[src/pkg/tlic_pkg.sv]
// constants and types shared by the two-level interrupt controller
package tlic_pkg;

  // ---------------------------------------------------------------
  // source set
  // ---------------------------------------------------------------
  localparam int NUM_SRC = 19;
  localparam int ORDER_W = 5;
  localparam int RESERVED_ORDER = 17;

  // ---------------------------------------------------------------
  // special-register addresses
  // ---------------------------------------------------------------
  localparam logic [7:0] ADDR_IE = 8'hA8;
  localparam logic [7:0] ADDR_IP = 8'hB8;
  localparam logic [7:0] ADDR_ENABLE_REG_EXT_A = 8'hE6;
  localparam logic [7:0] ADDR_PRIORITY_REG_EXT_A = 8'hF6;
  localparam logic [7:0] ADDR_ENABLE_REG_EXT_B = 8'hE7;
  localparam logic [7:0] ADDR_PRIORITY_REG_EXT_B = 8'hF7;

  // ---------------------------------------------------------------
  // reset values and field layout
  // ---------------------------------------------------------------
  localparam logic [7:0] RST_IE = 8'h00;
  localparam logic [6:0] RST_IP = 7'h00;
  localparam logic [7:0] RST_EXT_A = 8'h00;
  localparam logic [7:0] RST_EXT_B = 8'h00;
  localparam logic [7:0] IP_TOP_READ = 8'h80;
  localparam logic [7:0] EXT_B_MASK = 8'h0B;
  localparam int GLOBAL_EN_BIT = 7;

  // ---------------------------------------------------------------
  // vectors and timing
  // ---------------------------------------------------------------
  localparam logic [15:0] VEC_RESET = 16'h0000;
  localparam logic [15:0] VEC_BASE = 16'h0003;
  localparam int VEC_SHIFT = 3;
  localparam int DETECT_CYCLES = 1;
  localparam int CALL_CYCLES = 5;

  // ---------------------------------------------------------------
  // types
  // ---------------------------------------------------------------
  typedef struct packed {
    logic port_match;
    logic uart1;
    logic vbus_level;
    logic timer3;
    logic comparator1;
    logic comparator0;
    logic counter_array;
    logic adc_conv_done;
    logic adc_window;
    logic usb0;
    logic smbus0;
    logic transfer_complete_flag;
    logic write_collision_flag;
    logic mode_fault_flag;
    logic receive_overrun_flag;
    logic timer2_high_overflow_flag;
    logic timer2_low_overflow_flag;
    logic uart0;
    logic timer1_overflow_flag;
    logic external_input_one;
    logic timer0_overflow_flag;
    logic external_input_zero;
  } tlic_src_flags_t;

  typedef struct packed {
    logic valid;
    logic high;
    logic [ORDER_W-1:0] order;
  } tlic_req_t;

  typedef enum logic [1:0] {
    TLIC_IDLE = 2'b00,
    TLIC_CALL = 2'b01
  } tlic_state_t;

endpackage

[src/tlic_top.sv]
// two-level prioritised interrupt controller with its enable and priority registers
`timescale 1ns/1ps
module tlic_top (
  input wire logic ref_clk,
  input wire logic reset,
  // special-register port
  input wire logic [7:0] sfr_addr,
  input wire logic sfr_wr,
  input wire logic sfr_rd,
  input wire logic [7:0] sfr_wdata,
  output logic [7:0] sfr_rdata,
  input wire logic [7:0] bit_addr,
  input wire logic bit_wr,
  input wire logic bit_rd,
  input wire logic bit_wdata,
  output logic bit_rdata,
  // peripheral pending flags
  input tlic_pkg::tlic_src_flags_t src_flags,
  // core handshake
  input wire logic instr_done,
  input wire logic instr_is_return_from_interrupt,
  input wire logic cpu_stall,
  output logic call_active,
  output logic call_done,
  output logic [15:0] call_vector,
  output logic in_service_low,
  output logic in_service_high
);

  // ---------------------------------------------------------------
  // register storage
  // ---------------------------------------------------------------
  logic [7:0] interrupt_enable_r;
  logic [6:0] priority_reg_main_r;
  logic [7:0] enable_reg_ext_a_r;
  logic [7:0] priority_reg_ext_a_r;
  logic [7:0] enable_reg_ext_b_r;
  logic [7:0] priority_reg_ext_b_r;
  logic [7:0] sfr_rdata_r;
  logic bit_rdata_r;

  // byte write wins over a bit write in the same cycle
  function automatic logic [7:0] reg_write(
    input logic [7:0] cur,
    input logic [7:0] reg_addr,
    input logic bit_ok
  );
    logic [7:0] nxt;
    nxt = cur;
    if (bit_ok && bit_wr && (bit_addr[7:3] == reg_addr[7:3])) begin
      nxt[bit_addr[2:0]] = bit_wdata;
    end
    if (sfr_wr && (sfr_addr == reg_addr)) begin
      nxt = sfr_wdata;
    end
    return nxt;
  endfunction

  // ---------------------------------------------------------------
  // register writes
  // ---------------------------------------------------------------
  always_ff @(posedge ref_clk) begin
    if (reset) begin
      interrupt_enable_r <= tlic_pkg::RST_IE;
    end else begin
      interrupt_enable_r <= reg_write(interrupt_enable_r, tlic_pkg::ADDR_IE, 1'b1);
    end
  end

  always_ff @(posedge ref_clk) begin
    if (reset) begin
      priority_reg_main_r <= tlic_pkg::RST_IP;
    end else begin
      priority_reg_main_r <= 7'(reg_write({1'b1, priority_reg_main_r}, tlic_pkg::ADDR_IP,
                                          1'b1));
    end
  end

  always_ff @(posedge ref_clk) begin
    if (reset) begin
      enable_reg_ext_a_r <= tlic_pkg::RST_EXT_A;
      priority_reg_ext_a_r <= tlic_pkg::RST_EXT_A;
    end else begin
      enable_reg_ext_a_r <= reg_write(enable_reg_ext_a_r, tlic_pkg::ADDR_ENABLE_REG_EXT_A, 1'b0);
      priority_reg_ext_a_r <= reg_write(priority_reg_ext_a_r, tlic_pkg::ADDR_PRIORITY_REG_EXT_A, 1'b0);
    end
  end

  // reserved bits of the second extension pair never store
  always_ff @(posedge ref_clk) begin
    if (reset) begin
      enable_reg_ext_b_r <= tlic_pkg::RST_EXT_B;
      priority_reg_ext_b_r <= tlic_pkg::RST_EXT_B;
    end else begin
      enable_reg_ext_b_r <= reg_write(enable_reg_ext_b_r, tlic_pkg::ADDR_ENABLE_REG_EXT_B, 1'b0)
                            & tlic_pkg::EXT_B_MASK;
      priority_reg_ext_b_r <= reg_write(priority_reg_ext_b_r, tlic_pkg::ADDR_PRIORITY_REG_EXT_B, 1'b0)
                              & tlic_pkg::EXT_B_MASK;
    end
  end

  // ---------------------------------------------------------------
  // register reads
  // ---------------------------------------------------------------
  function automatic logic [7:0] reg_read(input logic [7:0] addr);
    logic [7:0] v;
    case (addr)
      tlic_pkg::ADDR_IE: v = interrupt_enable_r;
      tlic_pkg::ADDR_IP: v = tlic_pkg::IP_TOP_READ | {1'b0, priority_reg_main_r};
      tlic_pkg::ADDR_ENABLE_REG_EXT_A: v = enable_reg_ext_a_r;
      tlic_pkg::ADDR_PRIORITY_REG_EXT_A: v = priority_reg_ext_a_r;
      tlic_pkg::ADDR_ENABLE_REG_EXT_B: v = enable_reg_ext_b_r;
      tlic_pkg::ADDR_PRIORITY_REG_EXT_B: v = priority_reg_ext_b_r;
      default: v = 8'h00;
    endcase
    return v;
  endfunction

  always_ff @(posedge ref_clk) begin
    if (reset) begin
      sfr_rdata_r <= 8'h00;
    end else if (sfr_rd) begin
      sfr_rdata_r <= reg_read(sfr_addr);
    end
  end

  // only the two byte-aligned registers are bit-addressable
  logic [7:0] bit_byte;
  assign bit_byte = reg_read({bit_addr[7:3], 3'b000});

  always_ff @(posedge ref_clk) begin
    if (reset) begin
      bit_rdata_r <= 1'b0;
    end else if (bit_rd) begin
      bit_rdata_r <= bit_byte[bit_addr[2:0]];
    end
  end

  assign sfr_rdata = sfr_rdata_r;
  assign bit_rdata = bit_rdata_r;

  // ---------------------------------------------------------------
  // source vectors in fixed order
  // ---------------------------------------------------------------
  logic [tlic_pkg::NUM_SRC-1:0] pending;
  logic [tlic_pkg::NUM_SRC-1:0] enable;
  logic [tlic_pkg::NUM_SRC-1:0] prio_high;

  // flags are level inputs from their peripherals; nothing here clears them
  always_comb begin
    pending[0] = src_flags.external_input_zero;
    pending[1] = src_flags.timer0_overflow_flag;
    pending[2] = src_flags.external_input_one;
    pending[3] = src_flags.timer1_overflow_flag;
    pending[4] = src_flags.uart0;
    pending[5] = src_flags.timer2_low_overflow_flag
                 | src_flags.timer2_high_overflow_flag;
    pending[6] = src_flags.transfer_complete_flag | src_flags.write_collision_flag
                 | src_flags.mode_fault_flag | src_flags.receive_overrun_flag;
    pending[7] = src_flags.smbus0;
    pending[8] = src_flags.usb0;
    pending[9] = src_flags.adc_window;
    pending[10] = src_flags.adc_conv_done;
    pending[11] = src_flags.counter_array;
    pending[12] = src_flags.comparator0;
    pending[13] = src_flags.comparator1;
    pending[14] = src_flags.timer3;
    pending[15] = src_flags.vbus_level;
    pending[16] = src_flags.uart1;
    pending[tlic_pkg::RESERVED_ORDER] = 1'b0;
    pending[18] = src_flags.port_match;
  end

  // enable and priority bits laid out by order number
  assign enable = {enable_reg_ext_b_r[3], 1'b0, enable_reg_ext_b_r[1:0],
                   enable_reg_ext_a_r, interrupt_enable_r[6:0]};
  assign prio_high = {priority_reg_ext_b_r[3], 1'b0, priority_reg_ext_b_r[1:0],
                      priority_reg_ext_a_r, priority_reg_main_r};

  // ---------------------------------------------------------------
  // arbitration, one decode per clock
  // ---------------------------------------------------------------
  logic active_low_r;
  logic active_high_r;
  logic allow_low;
  logic allow_high;
  tlic_pkg::tlic_req_t arb_req;
  tlic_pkg::tlic_req_t req_r;

  assign allow_high = !active_high_r;
  assign allow_low = !active_high_r && !active_low_r;

  tlic_arbiter #(
    .NUM_SRC(tlic_pkg::NUM_SRC)
  ) u_arbiter (
    .pending(pending),
    .enable(enable),
    .prio_high(prio_high),
    .global_en(interrupt_enable_r[tlic_pkg::GLOBAL_EN_BIT]),
    .allow_low(allow_low),
    .allow_high(allow_high),
    .req(arb_req)
  );

  // detect stage: the registered decode is the one detect cycle
  always_ff @(posedge ref_clk) begin
    if (reset) begin
      req_r <= '0;
    end else begin
      req_r <= arb_req;
    end
  end

  // ---------------------------------------------------------------
  // instruction boundary and call sequencing
  // ---------------------------------------------------------------
  tlic_pkg::tlic_state_t state_r;
  logic return_from_interrupt_hold_r;
  logic take;
  logic return_from_interrupt_seen;
  logic seq_busy;
  logic seq_done;
  logic [15:0] call_vector_r;

  // a return must be followed by one whole instruction before the next call
  assign return_from_interrupt_seen = instr_done && instr_is_return_from_interrupt && !cpu_stall;
  assign take = (state_r == tlic_pkg::TLIC_IDLE) && instr_done && !instr_is_return_from_interrupt
                && !return_from_interrupt_hold_r && !cpu_stall && req_r.valid;

  always_ff @(posedge ref_clk) begin
    if (reset) begin
      return_from_interrupt_hold_r <= 1'b0;
    end else if (return_from_interrupt_seen) begin
      return_from_interrupt_hold_r <= 1'b1;
    end else if (instr_done && !cpu_stall) begin
      return_from_interrupt_hold_r <= 1'b0;
    end
  end

  // push the level on a call, pop the highest on a return
  always_ff @(posedge ref_clk) begin
    if (reset) begin
      active_low_r <= 1'b0;
      active_high_r <= 1'b0;
    end else if (take) begin
      if (req_r.high) begin
        active_high_r <= 1'b1;
      end else begin
        active_low_r <= 1'b1;
      end
    end else if (return_from_interrupt_seen) begin
      if (active_high_r) begin
        active_high_r <= 1'b0;
      end else begin
        active_low_r <= 1'b0;
      end
    end
  end

  always_ff @(posedge ref_clk) begin
    if (reset) begin
      state_r <= tlic_pkg::TLIC_IDLE;
    end else begin
      case (state_r)
        tlic_pkg::TLIC_IDLE: begin
          if (take) begin
            state_r <= tlic_pkg::TLIC_CALL;
          end
        end
        tlic_pkg::TLIC_CALL: begin
          if (seq_done) begin
            state_r <= tlic_pkg::TLIC_IDLE;
          end
        end
        default: begin
          state_r <= tlic_pkg::TLIC_IDLE;
        end
      endcase
    end
  end

  always_ff @(posedge ref_clk) begin
    if (reset) begin
      call_vector_r <= tlic_pkg::VEC_RESET;
    end else if (take) begin
      call_vector_r <= tlic_pkg::VEC_BASE
                       + {8'h00, req_r.order, 3'b000};
    end
  end

  tlic_call_seq #(
    .CALL_CYCLES(tlic_pkg::CALL_CYCLES)
  ) u_call_seq (
    .ref_clk(ref_clk),
    .reset(reset),
    .start(take),
    .stall(cpu_stall),
    .busy(seq_busy),
    .done(seq_done)
  );

  assign call_active = seq_busy;
  assign call_done = seq_done;
  assign call_vector = call_vector_r;
  assign in_service_low = active_low_r;
  assign in_service_high = active_high_r;

endmodule

[src/tlic_arbiter.sv]
// two-level fixed-order arbiter over the gated pending vector
`timescale 1ns/1ps
module tlic_arbiter #(
  parameter int NUM_SRC = 19
) (
  input wire logic [NUM_SRC-1:0] pending,
  input wire logic [NUM_SRC-1:0] enable,
  input wire logic [NUM_SRC-1:0] prio_high,
  input wire logic global_en,
  input wire logic allow_low,
  input wire logic allow_high,
  output tlic_pkg::tlic_req_t req
);

  generate
    if (NUM_SRC < 1 || NUM_SRC > (1 << tlic_pkg::ORDER_W)) begin : g_bad
      $error("tlic_arbiter: source count does not fit the order field");
    end
  endgenerate

  // lowest index wins, so scan from the top down
  function automatic logic [tlic_pkg::ORDER_W-1:0] lowest(input logic [NUM_SRC-1:0] v);
    logic [tlic_pkg::ORDER_W-1:0] idx;
    idx = '0;
    for (int i = NUM_SRC - 1; i >= 0; i--) begin
      if (v[i]) begin
        idx = tlic_pkg::ORDER_W'(i);
      end
    end
    return idx;
  endfunction

  logic [NUM_SRC-1:0] eligible;
  logic [NUM_SRC-1:0] hi_cand;
  logic [NUM_SRC-1:0] lo_cand;

  always_comb begin
    eligible = pending & enable & {NUM_SRC{global_en}};
    hi_cand = eligible & prio_high & {NUM_SRC{allow_high}};
    lo_cand = eligible & ~prio_high & {NUM_SRC{allow_low}};
    req.valid = |hi_cand || |lo_cand;
    req.high = |hi_cand;
    req.order = (|hi_cand) ? lowest(hi_cand) : lowest(lo_cand);
  end

endmodule

[src/tlic_call_seq.sv]
// long-call sequencer: counts the call cycles, frozen while the core stalls
`timescale 1ns/1ps
module tlic_call_seq #(
  parameter int CALL_CYCLES = 5
) (
  input wire logic ref_clk,
  input wire logic reset,
  input wire logic start,
  input wire logic stall,
  output logic busy,
  output logic done
);

  generate
    if (CALL_CYCLES < 1 || CALL_CYCLES > 255) begin : g_bad
      $error("tlic_call_seq: call length out of range");
    end
  endgenerate

  localparam logic [7:0] LAST = 8'(CALL_CYCLES - 1);

  logic [7:0] cnt_r;
  logic busy_r;

  always_ff @(posedge ref_clk) begin
    if (reset) begin
      busy_r <= 1'b0;
      cnt_r <= 8'h00;
    end else if (start && !busy_r) begin
      busy_r <= 1'b1;
      cnt_r <= 8'h00;
    end else if (busy_r && !stall) begin
      if (cnt_r == LAST) begin
        busy_r <= 1'b0;
      end
      cnt_r <= cnt_r + 8'h01;
    end
  end

  assign busy = busy_r;
  assign done = busy_r && !stall && (cnt_r == LAST);

endmodule

[config.mk]
export PLATFORM = sky130hd
export DESIGN_NAME = tlic_top
export DESIGN_NICKNAME = d
export VERILOG_FILES = /design/src/pkg/tlic_pkg.sv /design/src/tlic_top.sv /design/src/tlic_arbiter.sv /design/src/tlic_call_seq.sv
export SDC_FILE = /design/constraint.sdc
export NUM_CORES = 1
export LEC_CHECK = 0
export BUFFER_PORTS_ARGS = -buffer_cell sky130_fd_sc_hd__buf_4
export CELL_PAD_IN_SITES_DETAIL_PLACEMENT = 0
export CELL_PAD_IN_SITES_GLOBAL_PLACEMENT = 1
export CORE_AREA = 2 2 89 133
export CTS_BUF_LIST = sky130_fd_sc_hd__clkbuf_8 sky130_fd_sc_hd__clkbuf_16
export DETAILED_ROUTE_END_ITERATION = 6
export DIE_AREA = 0 0 91 135
export GPL_TIMING_DRIVEN = 1
export PLACE_DENSITY = 0.83
export SLEW_MARGIN = 20
export SYNTH_ARGS = -nofsm -noshare
export SYNTH_HDL_FRONTEND = slang
export SYNTH_HIERARCHICAL = 1
export SYNTH_SLANG_ARGS = --single-unit
[constraint.sdc]
create_clock -name ref_clk -period 4 [get_ports ref_clk]
set_input_delay 0.2 -clock ref_clk [delete_from_list [all_inputs] [get_ports ref_clk]]
set_output_delay 0.2 -clock ref_clk [all_outputs]
set_load 0.02 [all_outputs]
==> qor.yml, run 1 <==
status: "finished, final reports clean"
cp_slowest_cell: "dfxtp_1"
postCtsHoldBufs: 0
synthTopCellsByCount: "dfxtp_1, nor2_1, mux2i_1, nand2_1, a21oi_1"
grt_max_degree: 60
hold_path.class: "primary input to register"
finalPower_mw: 1.70
clkLatencyLatePin_ns: 0.34
clock_path_buffers: 2
ys_ff_latch: 72
rows: 47
maxCapViolations: 0
synth-xor-area-share_pct: 0.402
die_w_um: 91
remaining_drc_errors: 0
synth-simple-area-share_pct: 29.0
drive_gt1_share_pct: 19.1
synth_compound_area_share_pct: 20.4
vias: 4299
grt_usage_pct: 22.7
relSlewSlack_pct: 43.2
hold_violations: 0
clock_sinks: 72
synth_area_leader_cell: "dfxtp_1"
synthMuxAreaShare_pct: 11.0
dp_cells: 727
core-area_mm2: 0.0111
drt_iter0_markers: 219
portBuffers: 75
nFillCells: 1138
drv_slew: 0
path_delay_family: "simple AND/OR/NAND/NOR gates"
firstDrtPassIters: 4
cts_root_buf: "clkbuf_16"
cts.repair.resized: 0
power.leakage_nw: 1.99
skew_ns: 0.00854
synth_adder_area_share_pct: 0.574
fin_tns_setup_ns: 0
dp_hpwl_mm: 10.4
numCtsBuffers: 9
rsz0062_at_grt: "no"
ant_nets: 0
max_slew.worst_pin.slew_ns: 0.850
cp.arrival_ns: 2.65
synthCells: 523
path_cells: "nand2_2 > nor3_2 > or4b_1 > a21oi_1 > o41ai_1 > a32o_1 > nor2b_1"
wl_per_cell_um: 18.5
area.sequential_mm2: 0.00144
synth_top_cell_area_share_pct: 33.1
cp_data_required_time_ns: 4.28
cts_tree: "built"
fin_area_mm2: 0.00531
start_kind: "register"
drt-total-wl_mm: 13.7
max_stage_delay_ns: 0.59
clock.fmax_mhz: 422
routabilityCongestion: 0.918
ir_worst_vdd_uv: 195
antenna_found_initial: 0
finalNonFillerCells: 743
worstSetupPathType: "register to register"
ys_seq_area_share_pct: 33.1
ys_top_cells_by_area: "dfxtp_1, mux2i_1, nor2_1, a21oi_1, nand3_1"
area_growth_pct: 21.7
grt_pass1_vias: 4305
grt_first_pass_wirelength_mm: 22.0
synth-edff-count: 0
start_util_pct: 39.4
post_cts_buffers: 0
syn_area_mm2: 0.00436
detailed_place.area_mm2: 0.00500
dieArea_mm2: 0.0123
synth_warnings: 6
htree_levels: 3
synth_top_family_by_area: "simple AND/OR/NAND/NOR gates"
grt_overflow: 0
multi_input_comb_area_mm2: 0.00275
cp_max_fo: 14
min_period_ns: 2.37
period_share_pct: 59.2
async_flop_share_pct: 0
pin_count: 85
avgSynthCellArea_um2: 8.34
synth_top_flop_cell: "dfxtp_1"
p_per_area_mw_per_mm2: 320
synth.most_common_cell: "dfxtp_1"
clk_pin_slew_worst_paths_ns: 0.06
die_h_um: 135
nets: 649
vias_per_cell: 5.79
cp-end-kind: "register"
diodes: 0
setup_viol: 0
yosysUniqueCellTypes: 71
cp_num_buf_inv: 0
## layer usage
layer,global-route usage [%],vias to the layer above,routed length (um)
met5,0,-,0
met4,12.9,0,680
met2,39.5,156,6940
met1,25.5,2027,5350
li1,-,2069,-
met3,4.91,47,767
## registers in the layout, indices dropped and copies added, names as in the netlist, 3 cells and up
register	flops
call_vector	6
u_call_seq/cnt_r	8
req_r	7
sfr_rdata	8
priority_reg_main_r	7
priority_reg_ext_b_r	3
enable_reg_ext_a_r	8
enable_reg_ext_b_r	3
interrupt_enable_r	8
priority_reg_ext_a_r	8
## cell usage in the layout, fill, tap and decap left out, types with 3 or more instances in the layout
cell type and instances:
buf_4 76, dfxtp_1 72, nor2_1 57, mux2i_1 38, nand2_1 31, a21oi_1 29
nand3_1 28, conb_1 19, nand4_1 13, a211oi_1 13, nand3b_1 13, inv_1 12
nor2b_1 12, and2_1 12, o21ai_0 11, nor3_1 11, a22o_1 10, o31ai_1 9
clkbuf_16 9, nand2b_1 8, or4_1 7, a31oi_1 7, a221o_1 5, nor3b_1 5
o22ai_1 5, nor4_1 4, nand4b_1 4, o21a_1 4, o21bai_1 4, or2_2 3
and4b_1 3, mux4_2 3, and3b_1 3, mux2_2 3, or3_1 3
## final cells by class
cell class	count	share of cell area (%)
repair buffers	76	10.8
multi-input cells	419	51.9
clock inverters	5	1.04
well taps	147	3.47
inverters	13	0.920
clock buffers	11	4.76
flip-flops and latches	72	27.2
## metrics by stage
stage               setup WS [ns]  util (%)  hold slack [ns]
global route                 1.52      48.0            0.146
CTS                          1.65      48.0            0.130
global placement             1.70      45.2            0.423
detailed placement           1.65      45.2            0.431
floorplan                    2.05         -            0.278
finish                       1.63      48.0            0.140
## worst register-to-register path, stage by stage, from the launching register on
cell and delay (ns):
dfxtp_1 0.59, nand2_2 0.28, nor3_2 0.37, or4b_1 0.18, a21oi_1 0.07, o41ai_1 0.48, a32o_1 0.23, nor2b_1 0.11
## power breakdown
group | switching [mW] | leakage, nW | total [mW] | internal [mW]
combinational | 0.0834 | 1.26 | 0.140 | 0.0569
sequential | 0.00240 | 0.580 | 0.722 | 0.720
clock | 0.319 | 0.148 | 0.833 | 0.514
total | 0.404 | 1.99 | 1.70 | 1.29
## worst paths after layout
path | startpoint | end | slack [ns] | depth (start not counted)
setup / recovery | interrupt_enable_r[7] | req_r[0] | 1.63 | 7
hold reg to reg | req_r[2] | call_vector[5] | 0.44 | 2
setup reg to reg | interrupt_enable_r[7] | req_r[0] | 1.63 | 7
hold / removal | sfr_rd | sfr_rdata[3] | 0.14 | 2
## kinds of logic after synthesis
kind of cell | after synthesis
AND/OR/NAND/NOR | 229
AO/OA/AOI/OAI | 123
flip-flops | 72
buffers and inverters | 50
multiplexers | 44
adder cells (fa/ha/maj) | 2
XOR/XNOR | 2
other | 1
(Power assumes the default switching activity.)
==> run 2: changes to the inputs <==
==> constraint.sdc (replaced) <==
create_clock -name ref_clk -period 2.2 [get_ports ref_clk]
set_input_delay 0.11 -clock ref_clk [delete_from_list [all_inputs] [get_ports ref_clk]]
set_output_delay 0.11 -clock ref_clk [all_outputs]
set_load 0.02 [all_outputs]
==> run 2 against run 1 <==
Effect of this change:
- critical path depth rose by 1
- non-clock buffer count rose by 18
- via count rose by 1.0%
- sequential power rose by 81%
- largest cell class unchanged
- highest routed layer unchanged
==> qor.yml, run 2 (synthesis gave the netlist of run 1 again) <==
min_period_ns: 2.04  # -0.335 ns
grt_max_degree: 47  # -22%
ant_nets: 0  # unchanged
r2r-start: "in_service_high"
holdPathStages: 2  # unchanged
clock_path_buffers: 2  # unchanged
cp_max_fo: 6  # -8
path_cells: "nor2_1 > nand2_2 > nor3_2 > or4b_1 > a21oi_1 > o41ai_1 > a32o_1 > nor2b_1"
hp-start: "sfr_rd"
dieArea_mm2: 0.0123  # unchanged
cp_slowest_cell: "o41ai_1"
rsz0062_at_grt: "no"
antenna_found_initial: 0  # unchanged
remaining_drc_errors: 0  # unchanged
grt_first_pass_wirelength_mm: 21.8  # -0.84%
hold_violations: 0  # unchanged
hold_end: "sfr_rdata[3]"
drv_slew: 0  # unchanged
rows: 47  # unchanged
nets: 667  # +2.8%
vias: 4344  # +1.0%
relSlewSlack_pct: 44.1  # +0.90 points
drt-total-wl_mm: 14.1  # +2.4%
portBuffers: 75  # unchanged
routabilityCongestion: 0.936  # +2.0%
cts_tree: "built"
layout_commonest_cell: "buf_4"
max_slew.worst_pin.slew_ns: 0.831  # -0.0190 ns
worstSetupPathType: "register to register"
grt_usage_pct: 22.7  # about the same
vias_per_cell: 5.71  # -1.3%
grt_pass1_vias: 4242  # -1.5%
dp_hpwl_mm: 11.0  # +6.1%
numCtsBuffers: 9  # unchanged
pin_count: 85  # unchanged
max_stage_delay_ns: 0.47  # -0.12 ns
die_w_um: 91  # unchanged
dp_cells: 745  # +2.5%
firstDrtPassIters: 5  # +1
wl_per_cell_um: 18.5  # about the same
status: "finished, final reports clean"
skew_ns: 0.00368  # -0.00486 ns
power.leakage_nw: 2.09  # +5.0%
reg2regPathDepth: 8  # +1
core-area_mm2: 0.0111  # unchanged
clock.fmax_mhz: 491  # +16%
start_util_pct: 39.4  # unchanged
nFillCells: 1154  # +1.4%
diodes: 0  # unchanged
cp.arrival_ns: 2.30  # -0.35 ns
clock_sinks: 72  # unchanged
finalNonFillerCells: 761  # +2.4%
detailed_place.area_mm2: 0.00513  # +2.7%
clk_pin_slew_worst_paths_ns: 0.06  # about the same
ir_worst_vdd_uv: 334  # +71%
period_share_pct: 92.5  # +33 points
fin_area_mm2: 0.00546  # +2.8%
start_kind: "register"
area_growth_pct: 25.1
die_h_um: 135  # unchanged
r2r_slack_ns: 0.16  # -1.47 ns
layout_common_cells: "buf_4, dfxtp_1, nor2_1"
cts_root_buf: "clkbuf_16"
cp_data_required_time_ns: 2.47  # -1.81 ns
clkLatencyLatePin_ns: 0.33  # about the same
cp-end-kind: "register"
setup_viol: 0  # unchanged
hold_path.class: "primary input to register"
fin_tns_setup_ns: 0  # unchanged
worstReg2RegEnd: "req_r[0]"
whs_ns: 0.0448  # -0.0954 ns
grt_overflow: 0  # unchanged
htree_levels: 3  # unchanged
drt_iter0_markers: 246  # +12%
maxCapViolations: 0  # unchanged
p_per_area_mw_per_mm2: 567  # +78%
drive_gt1_share_pct: 21.7  # +2.5 points
[run 2: area by class of cell]
cell class | count | area [um^2] | share of cell area [%]
clock buffers | 12 | 267 | 4.89
clock inverters | 4 | 51.3 | 0.940
inverters | 13 | 48.8 | 0.894
multi-input cells | 419 | 2760 | 50.6
flip-flops and latches | 72 | 1440 | 26.4
well taps | 147 | 184 | 3.37
repair buffers | 94 | 706 | 12.9
[run 2: through the flow]
| stage | utilization [%] | setup WS [ns] | power, mW |
|---|---|---|---|
| finish | 49.3 | 0.165 | 3.10 |
| global route | 49.3 | 0.0101 | 3.20 |
| CTS | 49.3 | 0.133 | 3.12 |
| detailed placement | 46.4 | 0.0549 | 1.60 |
| global placement | 46.4 | 0.0635 | 1.59 |
| floorplan | - | 0.265 | 1.47 |
[run 2: layer usage]
layer	vias to the layer above	global-route usage [%]	part of all wire, %
met5	-	0	0
met4	0	9.51	2.3
met3	27	3.79	4.2
met2	149	42.9	55
met1	2067	24.7	39
li1	2101	-	-
[run 2: worst max path at each step]
stage                     slack (ns)  depth (start not counted)        to             from
after floorplan                 0.26                          8  req_r[0]  in_service_high
after global placement          0.06                         10  req_r[6]     src_flags[9]
after detailed placement        0.05                         10  req_r[6]     src_flags[9]
after CTS                       0.13                          8  req_r[0]  in_service_high
after global routing            0.01                          8  req_r[0]  in_service_high
final                           0.16                          8  req_r[0]  in_service_high
[run 2: what timing repair did]
action | 4_1_cts | 5_1_grt
buffers inserted | 0 | 0
gates resized for setup | 0 | 1
setup endpoints to repair | 0 | 2
hold buffers | 0 | 0
[run 2: worst max-delay path, delay by kind of cell, from the launching register on]
family | cells | cell delay (ns)
DFF | 1 | 0.34
and+or+nand+nor | 5 | 0.87
AOI/OAI and AO/OA | 3 | 0.76
[run 2: where the power goes]
part	internal, mW	switching, mW	total (mW)
Clock	0.970	0.554	1.52
Sequential	1.31	0.00377	1.31
Combinational	0.107	0.151	0.259
==> run 3: changes to the inputs <==
--- a/config.mk
+++ b/config.mk
@@ -6,14 +6,12 @@
 export NUM_CORES = 1
 export LEC_CHECK = 0
 export BUFFER_PORTS_ARGS = -buffer_cell sky130_fd_sc_hd__buf_4
-export CELL_PAD_IN_SITES_DETAIL_PLACEMENT = 0
-export CELL_PAD_IN_SITES_GLOBAL_PLACEMENT = 1
 export CORE_AREA = 2 2 89 133
 export CTS_BUF_LIST = sky130_fd_sc_hd__clkbuf_8 sky130_fd_sc_hd__clkbuf_16
 export DETAILED_ROUTE_END_ITERATION = 6
 export DIE_AREA = 0 0 91 135
 export GPL_TIMING_DRIVEN = 1
-export PLACE_DENSITY = 0.83
+export PLACE_DENSITY = 0.66
 export SLEW_MARGIN = 20
 export SYNTH_ARGS = -nofsm -noshare
 export SYNTH_HDL_FRONTEND = slang
==> run 3 against run 2 <==
Effect of this change:
- via count is 0.71% higher
- first-iteration DRC count is 17% higher
- non-clock buffer count is 7 lower
- sequential share of layout area is 0.33 points higher
- clock skew is 0.0057 ns higher
- critical endpoint unchanged
- highest routed layer unchanged
==> qor.yml, run 3 (synthesis gave the netlist of run 1 again) <==
grt_util_met3_pct: 5.30  # +1.5 points
cp_max_fo: 6  # unchanged
met1_usage_pct: 25.8  # +1.0 points
hold_path.class: "primary input to register"
vias_per_cell: 5.80  # +1.6%
p_per_area_mw_per_mm2: 564  # -0.59%
post_cts_buffers: 0  # unchanged
clkLatencyLatePin_ns: 0.34  # about the same
setup_viol: 0  # unchanged
pin_count: 85  # unchanged
fin_tns_setup_ns: 0  # unchanged
drt-total-wl_mm: 13.7  # -2.3%
power.leakage_nw: 2.04  # -2.5%
numCtsBuffers: 9  # unchanged
nets: 660  # -1.0%
max_slew.worst_pin.slew_ns: 0.865  # +0.0337 ns
grt_max_degree: 35  # -26%
ir_worst_vdd_uv: 389  # +17%
clock_sinks: 72  # unchanged
skew_ns: 0.00941  # +0.00574 ns
final_core_utilization_pct: 48.7  # -0.60 points
dp_hpwl_mm: 10.6  # -4.2%
cp_data_required_time_ns: 2.41  # -0.06 ns
antenna_found_initial: 0  # unchanged
hold_violations: 0  # unchanged
area_growth_pct: 23.6
rsz0062_at_grt: "no"
cts_tree: "built"
maxCapViolations: 0  # unchanged
start_util_pct: 39.4  # unchanged
vias: 4375  # +0.71%
min_period_ns: 2.03  # -0.00669 ns
status: "finished, final reports clean"
cp-end-kind: "register"
ant_nets: 0  # unchanged
relSlewSlack_pct: 41.8  # -2.3 points
clock_path_buffers: 2  # unchanged
grt_first_pass_wirelength_mm: 21.9  # +0.28%
drt_iter0_markers: 288  # +17%
drv_slew: 0  # unchanged
grt_overflow: 0  # unchanged
core-area_mm2: 0.0111  # unchanged
dieArea_mm2: 0.0123  # unchanged
start_kind: "register"
rows: 47  # unchanged
grt_pass1_vias: 4315  # +1.7%
portBuffers: 75  # unchanged
use_met2_pct: 39.0  # -3.9 points
die_h_um: 135  # unchanged
clock.fmax_mhz: 493  # +0.33%
worstSetupPathType: "register to register"
period_share_pct: 92.2  # -0.30 points
layout_common_cells: "buf_4, dfxtp_1, nor2_1"
cp.arrival_ns: 2.24  # -0.06 ns
grt_usage_pct: 22.7  # -0.027 points
remaining_drc_errors: 0  # unchanged
routabilityCongestion: 0.960  # +2.5%
layout_commonest_cell: "buf_4"
drive_gt1_share_pct: 20.8  # -0.90 points
diodes: 0  # unchanged
clk_pin_slew_worst_paths_ns: 0.06  # about the same
wl_per_cell_um: 18.2  # -1.4%
die_w_um: 91  # unchanged
htree_levels: 3  # unchanged
firstDrtPassIters: 5  # unchanged
cts_root_buf: "clkbuf_16"
top_usage_layer: "met2"
## run 3: final timing paths
path	start	depth (start not counted)	endpoint	slack (ns)
max	in_service_high	8	req_r[0]	0.17
min	sfr_rd	2	sfr_rdata[3]	0.04
max reg2reg	in_service_high	8	req_r[0]	0.17
min reg2reg	req_r[3]	2	call_vector[6]	0.43
## run 3: per-stage QoR
stage	instance area, um^2	hold WS [ns]	power, mW	worst slack, ns	cells
2_1_floorplan	4430	0.188	1.47	0.265	541
3_3_place_gp	5080	0.383	1.59	0.0711	738
3_5_place_dp	5080	0.386	1.60	0.0878	738
4_1_cts	5380	0.0341	3.06	0.174	754
5_1_grt	5390	0.0343	3.13	0.0421	754
6_report	5390	0.0363	3.04	0.171	754
## run 3: final cells by class
cell class | count | area [um^2]
fill | 1124 | 5670
inverter | 13 | 48.8
clock buffer | 9 | 225
timing repair buffer | 87 | 653
tap | 147 | 184
clock inverter | 7 | 72.6
multi-input combinational | 419 | 2760
sequential | 72 | 1440
## run 3: routing by layer
layer | vias up | part of all wire [%] | wire length [um]
met3 | 39 | 6.4 | 876
met2 | 187 | 50 | 6880
met5 | - | 0 | 0
li1 | 2101 | - | -
met4 | 0 | 4.6 | 632
met1 | 2048 | 39 | 5350
## run 3: what timing repair did
action	4_1_cts	5_1_grt
endpoints found under the setup margin	0	2
gates resized for setup	0	2
hold buffers	0	0
## run 3: report_power, final
group | switching [mW] | leakage, nW | internal, mW
Sequential | 0.00418 | 0.580 | 1.31
Clock | 0.592 | 0.141 | 0.877
Combinational | 0.152 | 1.32 | 0.106
Total | 0.748 | 2.04 | 2.29
## run 3: worst max-delay path, stage by stage, from the launching register on
cell	delay, ns
dfxtp_1	0.40
nor2_1	0.09
nand2_2	0.15
nor3_4	0.07
or4b_1	0.51
a21oi_1	0.18
o41ai_1	0.11
a32o_1	0.27
nor2b_1	0.12
